**config.mk**
```make
export PLATFORM = sky130hd
export DESIGN_NAME = ettxd_core
export DESIGN_NICKNAME = d
export VERILOG_FILES = /design/src/hdl/ettxd_pkg.sv /design/src/hdl/ettxd_wback.sv /design/src/hdl/ettxd_core.sv
export SDC_FILE = /design/constraint.sdc
export NUM_CORES = 1
export LEC_CHECK = 0
export ABC_AREA = 1
export BUFFER_PORTS_ARGS = -buffer_cell sky130_fd_sc_hd__buf_2
export CAP_MARGIN = 10
export CORE_ASPECT_RATIO = 1.75
export CORE_MARGIN = 2
export CORE_UTILIZATION = 25
export DETAILED_ROUTE_END_ITERATION = 16
export PLACE_DENSITY_LB_ADDON = 0.25
export SETUP_SLACK_MARGIN = 0.05
export SLEW_MARGIN = 20
export SYNTH_ARGS = -nofsm -noshare
export SYNTH_HDL_FRONTEND = slang
export SYNTH_SLANG_ARGS = --single-unit
export TNS_END_PERCENT = 50
```
**constraint.sdc**
```tcl
create_clock -name sys_clk -period 3 [get_ports sys_clk]
set_input_delay 0.15 -clock sys_clk [delete_from_list [all_inputs] [get_ports sys_clk]]
set_output_delay 0.15 -clock sys_clk [all_outputs]
set_load 0.02 [all_outputs]
```
**src/hdl/ettxd_pkg.sv**
```systemverilog
/*
 * Shared constants and types for the transmit descriptor interpreter:
 * descriptor field positions, write-back offsets, the control register
 * map, state encodings and the structs carried between the modules.
 * Assumes normal four-word descriptors of 16 bytes each in system memory.
 */
package ettxd_pkg;

    // Word 0 control bits
    localparam int unsigned W0_OWN = 31;
    localparam int unsigned W0_LS = 29;
    localparam int unsigned W0_FS = 28;
    localparam int unsigned W0_STAMP_EN = 25;
    localparam int unsigned W0_END_RING = 21;
    localparam int unsigned W0_CHAIN = 20;

    // Word 1 fields
    localparam int unsigned W1_CHAIN = 24;
    localparam int unsigned SIZE_W = 13;
    localparam int unsigned BS1_LO = 0;
    localparam int unsigned BS2_LO = 16;

    // Byte offsets of descriptor words and descriptor stride
    localparam logic [31:0] W0_OFS = 32'h0000_0000;
    localparam logic [31:0] W2_OFS = 32'h0000_0008;
    localparam logic [31:0] W3_OFS = 32'h0000_000C;
    localparam logic [31:0] DESC_BYTES = 32'h0000_0010;

    // Control register map
    localparam logic [4:0] REG_CTRL = 5'h00;
    localparam logic [4:0] REG_RING = 5'h04;
    localparam logic [4:0] REG_STATUS = 5'h08;
    localparam logic [4:0] REG_NEXT = 5'h0C;
    localparam logic [4:0] REG_COUNT = 5'h10;
    localparam int unsigned CTRL_STAMP_EN = 0;
    localparam int unsigned CTRL_RUN = 1;
    localparam logic [1:0] CTRL_RESET = 2'h0;
    localparam logic [31:0] RING_RESET = 32'h0000_0000;

    typedef struct packed {
        logic [31:0] w3;
        logic [31:0] w2;
        logic [31:0] w1;
        logic [31:0] w0;
    } ettxd_desc_t;

    typedef struct packed {
        logic [31:0] addr;
        logic [SIZE_W-1:0] size;
        logic last;
    } ettxd_seg_t;

    typedef struct packed {
        logic [31:0] addr;
        logic [31:0] data;
    } ettxd_mwr_t;

    typedef enum logic [2:0] {
        S_IDLE = 3'h0,
        S_SEG1 = 3'h1,
        S_SEG2 = 3'h3,
        S_WAIT = 3'h2,
        S_WB = 3'h6
    } ettxd_state_t;

    typedef enum logic [1:0] {
        WB_IDLE = 2'h0,
        WB_LOW = 2'h1,
        WB_HIGH = 2'h3,
        WB_OWN = 2'h2
    } ettxd_wb_state_t;

    // Buffer size field of word 1 starting at bit lo
    function automatic logic [SIZE_W-1:0] size_field(
        input logic [31:0] w, input int unsigned lo);
        return w[lo +: SIZE_W];
    endfunction

endpackage

```
**src/hdl/ettxd_wback.sv**
```systemverilog
/*
 * Descriptor write-back sequencer: optionally writes the two timestamp
 * words, then writes word 0 with ownership cleared.
 * Assumes the caller holds base, word0 and stamp steady until done.
 */
module ettxd_wback (
    input wire logic sys_clk,
    input wire logic reset,
    input wire logic start,
    input wire logic with_stamp,
    input wire logic [31:0] base,
    input wire logic [31:0] word0,
    input wire logic [63:0] stamp,
    output logic mem_valid,
    input wire logic mem_ready,
    output ettxd_pkg::ettxd_mwr_t mem,
    output logic done
);
    import ettxd_pkg::*;

    ettxd_wb_state_t state_q, state_d;
    ettxd_mwr_t mem_q, mem_d;
    logic [31:0] own_cleared;

    // Only the ownership bit changes; every other bit goes back as fetched
    always_comb begin
        own_cleared = word0;
        own_cleared[W0_OWN] = 1'b0;
    end

    // Stamp words first, ownership last, so software never sees half
    always_comb begin
        state_d = state_q;
        mem_d = mem_q;
        unique case (state_q)
            WB_IDLE: begin
                if (start && with_stamp) begin
                    state_d = WB_LOW;
                    mem_d = '{addr: base + W2_OFS, data: stamp[31:0]};
                end else if (start) begin
                    state_d = WB_OWN;
                    mem_d = '{addr: base + W0_OFS, data: own_cleared};
                end
            end
            WB_LOW: begin
                if (mem_ready) begin
                    state_d = WB_HIGH;
                    mem_d = '{addr: base + W3_OFS, data: stamp[63:32]};
                end
            end
            WB_HIGH: begin
                if (mem_ready) begin
                    state_d = WB_OWN;
                    mem_d = '{addr: base + W0_OFS, data: own_cleared};
                end
            end
            WB_OWN: begin
                if (mem_ready) begin
                    state_d = WB_IDLE;
                end
            end
        endcase
    end

    always_ff @(posedge sys_clk) begin
        if (reset) begin
            state_q <= WB_IDLE;
            mem_q <= '0;
        end else begin
            state_q <= state_d;
            mem_q <= mem_d;
        end
    end

    assign mem_valid = (state_q != WB_IDLE);
    assign mem = mem_q;
    assign done = (state_q == WB_OWN) && mem_ready;

endmodule // ettxd_wback

```
**src/hdl/ettxd_core.sv**
```systemverilog
/*
 * Transmit descriptor interpreter: takes a fetched descriptor, issues
 * buffer segments from words 1 to 3, computes the next descriptor
 * address, waits for transmission and writes status back.
 * Assumes a fetch unit delivering descriptors, a data mover taking
 * segments, a MAC pulsing completion with the captured timestamp, and a
 * memory write port; all on sys_clk.
 */
// Notes on behaviour
// - Buffer one size is word 1 bits 12:0, and a zero size skips it.
// - Buffer two size is word 1 bits 28:16, ignored when chained.
// - Word 2 of an owned descriptor is the buffer one start address.
// - The buffer one address may have any byte alignment.
// - Word 2 receives the low stamp half for stamped last segments.
// - In a ring, word 3 of an owned descriptor is the buffer two address.
// - With word 1 bit 24 set, word 3 points to the next descriptor.
// - Word 3 receives the high stamp half for stamped last segments.
// - Word 0 bit 31 is ownership and is cleared when done.
// - Word 0 bit 20 makes word 3 the next descriptor address.
// - Word 0 bit 29 marks the last segment and gates stamp write-back.
// - Word 0 bit 25 with the global enable arms stamping at first segment.
module ettxd_core #(
    parameter int unsigned REG_AW = 5
) (
    input wire logic sys_clk,
    input wire logic reset,
    input wire logic [REG_AW-1:0] reg_addr,
    input wire logic [31:0] reg_wdata,
    input wire logic reg_wr,
    input wire logic reg_rd,
    output logic [31:0] reg_rdata,
    input wire logic desc_valid,
    output logic desc_ready,
    input wire logic [31:0] desc_addr,
    input wire ettxd_pkg::ettxd_desc_t desc,
    output logic seg_valid,
    input wire logic seg_ready,
    output ettxd_pkg::ettxd_seg_t seg,
    input wire logic tx_done,
    input wire logic [63:0] tx_stamp,
    output logic mem_wr_valid,
    input wire logic mem_wr_ready,
    output ettxd_pkg::ettxd_mwr_t mem_wr,
    output logic next_valid,
    output logic [31:0] next_addr
);
    import ettxd_pkg::*;

    // Elaboration check: the register map needs five address bits
    if (REG_AW < 5) begin : g_aw_check
        $error("REG_AW must be at least 5");
    end

    // Register group
    logic [1:0] ctrl_q, ctrl_d;
    logic [31:0] ring_q, ring_d;
    logic [31:0] count_q, count_d;
    logic [31:0] rdata_q, rdata_d;
    logic suspended_q, suspended_d;

    // Descriptor group
    ettxd_state_t state_q, state_d;
    ettxd_desc_t desc_q, desc_d;
    logic [31:0] base_q, base_d;
    logic [31:0] next_q, next_d;
    ettxd_seg_t seg_q, seg_d;
    logic [63:0] stamp_q, stamp_d;
    logic stamp_act_q, stamp_act_d;
    logic issued_q, issued_d;
    logic wb_start_q, wb_start_d;
    logic next_valid_q, next_valid_d;

    logic wb_done;
    logic chained;
    logic skip2;
    logic accept;
    logic [SIZE_W-1:0] size1;
    logic [SIZE_W-1:0] size2;

    // Field decode of the held descriptor; bits 15:13 and 31:29 unused
    always_comb begin
        size1 = size_field(desc_q.w1, BS1_LO);
        size2 = size_field(desc_q.w1, BS2_LO);
        chained = desc_q.w0[W0_CHAIN] || desc_q.w1[W1_CHAIN];
        skip2 = chained || (size2 == '0);
    end

    assign accept = desc_valid && desc_ready;

    // Register access: writes steer the block, reads show its state
    always_comb begin
        ctrl_d = ctrl_q;
        ring_d = ring_q;
        rdata_d = '0;
        if (reg_wr && reg_addr == REG_AW'(REG_CTRL)) begin
            ctrl_d = reg_wdata[1:0];
        end
        if (reg_wr && reg_addr == REG_AW'(REG_RING)) begin
            ring_d = reg_wdata;
        end
        if (reg_rd) begin
            unique case (reg_addr)
                REG_AW'(REG_CTRL): rdata_d = {30'h0, ctrl_q};
                REG_AW'(REG_RING): rdata_d = ring_q;
                REG_AW'(REG_STATUS): rdata_d = {26'h0, issued_q,
                    stamp_act_q, suspended_q, state_q};
                REG_AW'(REG_NEXT): rdata_d = next_q;
                REG_AW'(REG_COUNT): rdata_d = count_q;
                default: rdata_d = '0; // Unmapped reads as zero
            endcase
        end
    end

    // Descriptor walk: buffer one, buffer two, wait, write-back
    always_comb begin
        state_d = state_q;
        desc_d = desc_q;
        base_d = base_q;
        next_d = next_q;
        seg_d = seg_q;
        stamp_d = stamp_q;
        stamp_act_d = stamp_act_q;
        issued_d = issued_q;
        wb_start_d = 1'b0;
        next_valid_d = 1'b0;
        suspended_d = suspended_q;
        count_d = count_q;
        unique case (state_q)
            S_IDLE: begin
                if (accept) begin
                    desc_d = desc;
                    base_d = desc_addr;
                    issued_d = 1'b0;
                    // Unowned descriptor suspends until the next fetch
                    suspended_d = !desc.w0[W0_OWN];
                    if (desc.w0[W0_OWN]) begin
                        state_d = S_SEG1;
                        // Address taken unaligned, no low bits dropped
                        seg_d.addr = desc.w2;
                        seg_d.size = size_field(desc.w1, BS1_LO);
                        seg_d.last = desc.w0[W0_LS] && desc.w0[W0_CHAIN];
                        if (desc.w0[W0_FS]) begin
                            stamp_act_d = desc.w0[W0_STAMP_EN]
                                && ctrl_q[CTRL_STAMP_EN];
                        end
                        // End of ring outranks chaining
                        if (desc.w0[W0_END_RING]) begin
                            next_d = ring_q;
                        end else if (desc.w0[W0_CHAIN]
                            || desc.w1[W1_CHAIN]) begin
                            next_d = desc.w3;
                        end else begin
                            next_d = desc_addr + DESC_BYTES;
                        end
                    end
                end
            end
            S_SEG1: begin
                if (size1 == '0 || seg_ready) begin
                    state_d = S_SEG2;
                    issued_d = issued_q || (size1 != '0);
                    seg_d.addr = desc_q.w3;
                    seg_d.size = size2;
                    seg_d.last = desc_q.w0[W0_LS];
                end
            end
            S_SEG2: begin
                if (skip2 || seg_ready) begin
                    // Both buffers empty: release without waiting
                    if (issued_q || !skip2) begin
                        state_d = S_WAIT;
                    end else begin
                        state_d = S_WB;
                        wb_start_d = 1'b1;
                    end
                end
            end
            S_WAIT: begin
                if (tx_done) begin
                    stamp_d = tx_stamp;
                    state_d = S_WB;
                    wb_start_d = 1'b1;
                end
            end
            S_WB: begin
                if (wb_done) begin
                    state_d = S_IDLE;
                    next_valid_d = 1'b1;
                    count_d = count_q + 32'h0000_0001;
                    if (desc_q.w0[W0_LS]) begin
                        stamp_act_d = 1'b0;
                    end
                end
            end
            default: begin
                state_d = S_IDLE; // Recover from an illegal code
            end
        endcase
    end

    // Register group storage
    always_ff @(posedge sys_clk) begin
        if (reset) begin
            ctrl_q <= CTRL_RESET;
            ring_q <= RING_RESET;
            count_q <= '0;
            rdata_q <= '0;
            suspended_q <= 1'b0;
        end else begin
            ctrl_q <= ctrl_d;
            ring_q <= ring_d;
            count_q <= count_d;
            rdata_q <= rdata_d;
            suspended_q <= suspended_d;
        end
    end

    // Descriptor group storage
    always_ff @(posedge sys_clk) begin
        if (reset) begin
            state_q <= S_IDLE;
            desc_q <= '0;
            base_q <= '0;
            next_q <= '0;
            seg_q <= '0;
            stamp_q <= '0;
            stamp_act_q <= 1'b0;
            issued_q <= 1'b0;
            wb_start_q <= 1'b0;
            next_valid_q <= 1'b0;
        end else begin
            state_q <= state_d;
            desc_q <= desc_d;
            base_q <= base_d;
            next_q <= next_d;
            seg_q <= seg_d;
            stamp_q <= stamp_d;
            stamp_act_q <= stamp_act_d;
            issued_q <= issued_d;
            wb_start_q <= wb_start_d;
            next_valid_q <= next_valid_d;
        end
    end

    // Stamp words only for an armed frame on its last segment
    ettxd_wback u_wback (
        .sys_clk(sys_clk),
        .reset(reset),
        .start(wb_start_q),
        .with_stamp(stamp_act_q && desc_q.w0[W0_LS]),
        .base(base_q),
        .word0(desc_q.w0),
        .stamp(stamp_q),
        .mem_valid(mem_wr_valid),
        .mem_ready(mem_wr_ready),
        .mem(mem_wr),
        .done(wb_done)
    );

    // Handshakes combinational, data from flops
    assign desc_ready = (state_q == S_IDLE) && ctrl_q[CTRL_RUN];
    assign seg_valid = ((state_q == S_SEG1) && (size1 != '0))
        || ((state_q == S_SEG2) && !skip2);
    assign seg = seg_q;
    assign reg_rdata = rdata_q;
    assign next_valid = next_valid_q;
    assign next_addr = next_q;

endmodule // ettxd_core

```
==> reports/results.txt, run 1 <==
final worst slack = 0.177 ns
area share of fa/ha/maj cells after synthesis = 0.314%
1st-iter DRT viols = 1140
final cycle utilization of the critical path = 94.1%
# IOs = 447
endpoints failing setup = 0
Simple-Gate Fraction of Synth Area = 19.9%
effective utilization at floorplan = 25.3%
height of the die = 377 um
Fin Setup TNS = 0 ns
crit end category = flip-flop
Worst-Margin Slew = 1.06 ns
outcome = completed
# port buffers = 440
first-pass GRT wire length = 130000 um
Ys Warns = 0
GRT overflow = 0
Post-Layout Cell Count = 4533
Synth Area in Compound Gates = 24.8%
Routed WL = 88000 um
PwrDens = 612 nW/um^2
placed cell area = 23000 sq um
GPL Wtd Cong = 0.939
Die ar. = 81900 sq um
Final Cell Area = 27200 sq um
Sink Count = 435
cell area after synthesis = 19900 sq um
dpl cells = 4191
Synth Area per Inst = 6.94 sq um
DRT Pass-1 Iters = 5
cell leakage power = 0.0111 uW
Tmin final = 2.82 ns
worst hold-check path type = input port to flip-flop
post-CTS setup repair buffer count = 0
FILL cells = 8620
worst-path fanout max = 30
number of vias per cell = 4.74
DRC viols = 0
HPWL after detailed placement = 63400 um
CTS max path bufs = 3
number of global-route vias before repair = 21.3k
WP data required = 3.55 ns
via count = 21.5k
most frequent cells in the layout = nand2_1, a21oi_1, buf_2
wire length per cell = 19.4 um
Routed Antenna Nets = 0
CTS buffer count = 45
most common cell after layout, fill and taps aside = nand2_1
die width = 217 um
Final Max Slew Viols = 0
Hold Fails Final Rpt = 0
Max Cap Viol = 0
peak supply drop = 0.459 mV
row count = 136
RSZ-0062 raised after global routing = no
Max Freq = 354 MHz
Distinct cells, synth = 41
multi-input logic area = 9280 sq um
CTS tree = built
multiplexer area fraction after synthesis = 0%
H-tree depth = 2
GRT Util Overall = 20.7%
Area growth, synth to finish = 36.8%
slew margin rel. = 29.5%
initial antenna violation count = 14
Hold Buf Count CTS = 259
largest family of logic cells by synthesized area = compound AO/OA/AOI/OAI gates
Final Net Count = 3736
register area = 8710 sq um
Placeable Area = 78600 sq um
Root Buffer = clkbuf_16
pin count of the biggest net entering global routing = 231
Syn Nets = 3140
Yosys reg bits = 435
layout cells sized above 1 = 16.2%
arrival time worst endpoint = 3.37 ns
worst skew pair latency = 0.61 ns
dpl ws = 0.664 ns
Cells after Synth = 2866
Crit Path Category = input port to flip-flop
Resized Gates After CTS = 0
worst reg-to-reg setup slack = 0.62 ns
Reg clk slew, reported paths = 0.07 ns
critical path launch point type = input port
XOR/XNOR Fraction of Synth Area = 1.32%
proportion of synthesized chip area in sequential cells = 43.8%
Worst Skew = 0.0323 ns
-- logic make-up (layout without fill, tap and decap cells) --
family	count (synthesis)	after routing
simple gates	939	939
fa+ha+maj	5	5
buf+inv	509	1137
compound gates	948	948
flops	435	435
other cells	0	4
xor+xnor	30	30
-- cell type report --
| cell class | instances | share of cell area, % |
|---|---|---|
| Antenna cell | 4 | 0.0368 |
| Inverter | 326 | 4.53 |
| Tap cell | 1035 | 4.76 |
| Sequential cell | 435 | 32.0 |
| Timing Repair Buffer | 732 | 18.8 |
| Clock buffer | 65 | 4.89 |
| Clock inverter | 14 | 0.919 |
| Multi-Input combinational cell | 1922 | 34.1 |
-- critical path, stage by stage --
cell           delay (ns)
dlygate4sd3_1        0.54
buf_2                0.12
nor2_1               0.07
dlygate4sd3_1        0.55
buf_4                0.16
nand3_1              0.11
buf_4                0.28
o221ai_1             0.52
o2111ai_1            0.19
dlygate4sd3_1        0.61
inv_1                0.05
-- report_power, final --
group          total (uW)  internal [uW]  switching [uW]  leakage, uW
clock                6150           3600            2550     0.000780
sequential           6600           6340             264      0.00352
combinational        3890           1290            2600      0.00677
total               16600          11200            5410       0.0111
-- final timing paths --
| path | from | to | cells after the start |
|---|---|---|---|
| hold / removal | desc_valid | base_q[1] | 5 |
| hold reg to reg | desc_q[101] | desc_q[101] | 2 |
| setup / recovery | reg_addr[0] | reg_rdata[11] | 11 |
| setup reg to reg | state_q[2] | stamp_q[22] | 8 |
-- synthesized netlist by cell type (all sizes together) --
cell,n,share of area [%]
a21boi,1,0.038
dfxtp,435,44
o21bai,4,0.15
o2bb2ai,1,0.044
a211oi,2,0.075
clkinv,5,0.094
clkbuf,150,2.8
o211ai,18,0.68
o31ai,1,0.038
a31oi,9,0.28
nor3b,1,0.038
o21a,1,0.038
xor2,25,1.1
or2,3,0.094
nand3b,19,0.72
nor3,17,0.43
xnor2,5,0.22
nand4,68,2.1
o221ai,14,0.62
o2111ai,1,0.044
o21ai,407,10
nand3,82,2.1
buf,33,0.91
o311ai,1,0.044
nor2,234,4.5
and3,3,0.094
nand2,512,9.8
ha,5,0.31
inv,321,6.1
o22ai,39,1.2
a21oi,449,11
-- registers in the layout, indices dropped and copies added, names as in the netlist, 3 cells and up --
signal and flops:
reg_rdata 32, base_q 32, state_q 3, stamp_q 64, u_wback.mem 64, count_q 32, ring_q 32, seg 46
next_addr 32, desc_q 89
-- through the flow --
| step | hold slack [ns] | utilization (%) | total power, uW |
|---|---|---|---|
| after floorplan | 0.250 | - | 9010 |
| after global placement | 0.392 | 29.3 | 10400 |
| after detailed placement | 0.392 | 29.3 | 10400 |
| after CTS | 0.00691 | 34.6 | 16900 |
| after global routing | 0.0438 | 34.6 | 17400 |
| final | 0.0300 | 34.6 | 16600 |
-- per-layer routing --
| layer | global-route usage (%) | up-vias | part of all wire (%) |
|---|---|---|---|
| met4 | 8.04 | 18 | 3.8 |
| met1 | 23.7 | 10041 | 40 |
| li1 | - | 10678 | - |
| met5 | 0 | - | 0.13 |
| met2 | 37.5 | 599 | 50 |
| met3 | 4.25 | 149 | 5.7 |
Power figures use the tool's default switching activity.
==> run 2, diff against run 1 <==
clock period = 3.5 ns   (was 3 ns; I/O delays follow)
==> run 2 against run 1 <==
Net effect: hold slack got worse by 0.0053 ns; combinational power down 15%; cell count shrank 0.24%; non-clock buffer count shrank 17; via count grew 0.56%; flip-flop and latch count stayed put; critical path type unchanged; utilization down 0.34 points; critical path depth decreased by 1; register-to-register slack improved by 0.14 ns; die area stayed put; power fell by 15%.
==> reports/results.txt, run 2 (synthesis results as in run 1) <==
Root Buffer = clkbuf_16
# IOs = 447 (unchanged)
Final Net Count = 3721 (-0.40%)
Slowest-stage cell, CP = dlygate4sd3_1
peak supply drop = 0.327 mV (-29%)
final worst slack = 0.598 ns (+0.421 ns)
most common cell after layout, fill and taps aside = nand2_1
Resized Gates After CTS = 0 (unchanged)
H-tree depth = 2 (unchanged)
R2R Path End = next_addr[22]
row count = 136 (unchanged)
crit end category = flip-flop
RSZ-0062 raised after global routing = no
Hold Fails Final Rpt = 0 (unchanged)
Largest register FFs = 89 (unchanged)
most frequent cells in the layout = nand2_1, a21oi_1, buf_2
worst-path fanout max = 16 (-47%)
post-CTS setup repair buffer count = 0 (unchanged)
Fin Setup TNS = 0 ns (unchanged)
GRT overflow = 0 (unchanged)
Worst Hold Path EP = desc_q[118]
Routed WL = 88300 um (+0.31%)
via count = 21.6k (+0.56%)
endpoints failing setup = 0 (unchanged)
Hold Crit Start = desc[118]
WP data required = 4.06 ns (+0.51 ns)
CTS max path bufs = 3 (unchanged)
Worst-Margin Slew = 1.05 ns (-0.00457 ns)
WP buf/inv = 5 (-2)
crit-path max cell delay = 0.61 ns (about the same)
pin count of the biggest net entering global routing = 181 (-22%)
Reg with most FFs = desc_q
Crit. Startpoint = reg_addr[0]
Crit Path Category = input port to flip-flop
Routed Antenna Nets = 0 (unchanged)
Reg clk slew, reported paths = 0.06 ns (about the same)
final cycle utilization of the critical path = 82.9%
outcome = completed
height of the die = 377 um (unchanged)
CP Depth = 10 (-1)
effective utilization at floorplan = 25.3% (unchanged)
cell leakage power = 0.0110 uW (-1.0%)
crit-path leading delay family = buffers and inverters
CTS tree = built
layout cells sized above 1 = 16.4% (+0.21 points)
Sink Count = 435 (unchanged)
arrival time worst endpoint = 3.46 ns (+0.09 ns)
Area growth, synth to finish = 35.5%
dpl ws = 0.727 ns (+0.0634 ns)
Die ar. = 81900 sq um (unchanged)
DRT Pass-1 Iters = 5 (unchanged)
hold slack = 0.0247 ns (-0.00533 ns)
1st-iter DRT viols = 1323 (+16%)
number of global-route vias before repair = 21.1k (-1.1%)
Hold Buf Count CTS = 244 (-5.8%)
R2R cell count = 9 (+1)
Final Max Slew Viols = 0 (unchanged)
wire length per cell = 19.5 um (+0.55%)
# port buffers = 440 (unchanged)
Tmin final = 2.90 ns
Max Cap Viol = 0 (unchanged)
first-pass GRT wire length = 130000 um (+0.15%)
hold depth = 3 (-2)
HPWL after detailed placement = 64000 um (+0.92%)
initial antenna violation count = 8 (-6)
r2r startpoint = state_q[0]
number of vias per cell = 4.78 (+0.80%)
worst reg-to-reg setup slack = 0.76 ns (+0.14 ns)
DRC viols = 0 (unchanged)
die width = 217 um (unchanged)
PwrDens = 523 nW/um^2 (-15%)
Placeable Area = 78600 sq um (unchanged)
GPL Wtd Cong = 0.910 (-3.0%)
crit-path cells = dlygate4sd3_1 -> buf_2 -> nor2_1 -> nand3_1 -> inv_1 -> nand2_1 -> o221ai_1 -> o2111ai_1 -> dlygate4sd3_1 -> inv_1
slew margin rel. = 29.7% (+0.23 points)
CTS buffer count = 47 (+4.4%)
GRT Util Overall = 20.9% (+0.16 points)
Max Freq = 345 MHz
Worst Skew = 0.0266 ns (-0.00570 ns)
worst skew pair latency = 0.61 ns (about the same)
worst hold-check path type = input port to flip-flop
critical path launch point type = input port
[run 2: cell count changes in the layout (fill, tap and decap cells not counted), moves of 2 or more]
| cell | before | now |
|---|---|---|
| buf_4 | 29 | 31 |
| clkbuf_8 | 13 | 7 |
| clkbuf_1 | 7 | 3 |
| bufinv_16 | 6 | 3 |
| clkinv_2 | 4 | 14 |
| dlygate4sd3_1 | 259 | 244 |
| clkinv_8 | 2 | 0 |
| diode_2 | 4 | 7 |
| buf_12 | 5 | 1 |
| clkbuf_16 | 45 | 47 |
| clkinvlp_4 | 0 | 3 |
[run 2: metal layers]
metal  GRT usage (%)  part of all wire [%]
met1            24.2                    40
met2            37.4                    50
met3            3.87                   5.8
met4            8.62                   4.3
met5               0                 0.029
[run 2: how the worst max path moves through the flow]
stage                               end  slack (ns)
after detailed placement   next_addr[6]        0.73
after floorplan                 seg[26]        1.74
after CTS                 reg_rdata[11]        0.65
after global placement     next_addr[6]        0.77
after global routing      next_addr[18]        0.46
final                     reg_rdata[11]        0.60
[run 2: stage by stage]
step                power, uW  cell area (sq um)  util (%)  std cells
global route            14700              26900      34.3       4517
detailed placement       8870              23000      29.2       4189
CTS                     14300              26900      34.3       4515
global placement         8860              23000      29.2       4189
floorplan                7720              19900         -       2866
finish                  14100              27000      34.3       4522
[run 2: report_power, final]
part	internal (uW)	switching [uW]	leakage, uW
Clock	2850	2270	0.000760
Sequential	5430	223	0.00352
Combinational	1070	2250	0.00667
[run 2: layout make-up]
type	instances	area, sq um
sequential	435	8710
fill	8599	51700
antenna	7	17.5
tap	1035	1290
clock buffer	57	1280
inverter	326	1230
clock inverter	25	240
timing repair buffer	715	4890
multi-input combinational	1922	9280
[run 2: worst min-delay path: cells and delay by family]
family	cells	cell delay [ns]
AOI/OAI and AO/OA	2	0.31
buffers and inverters	1	0.10
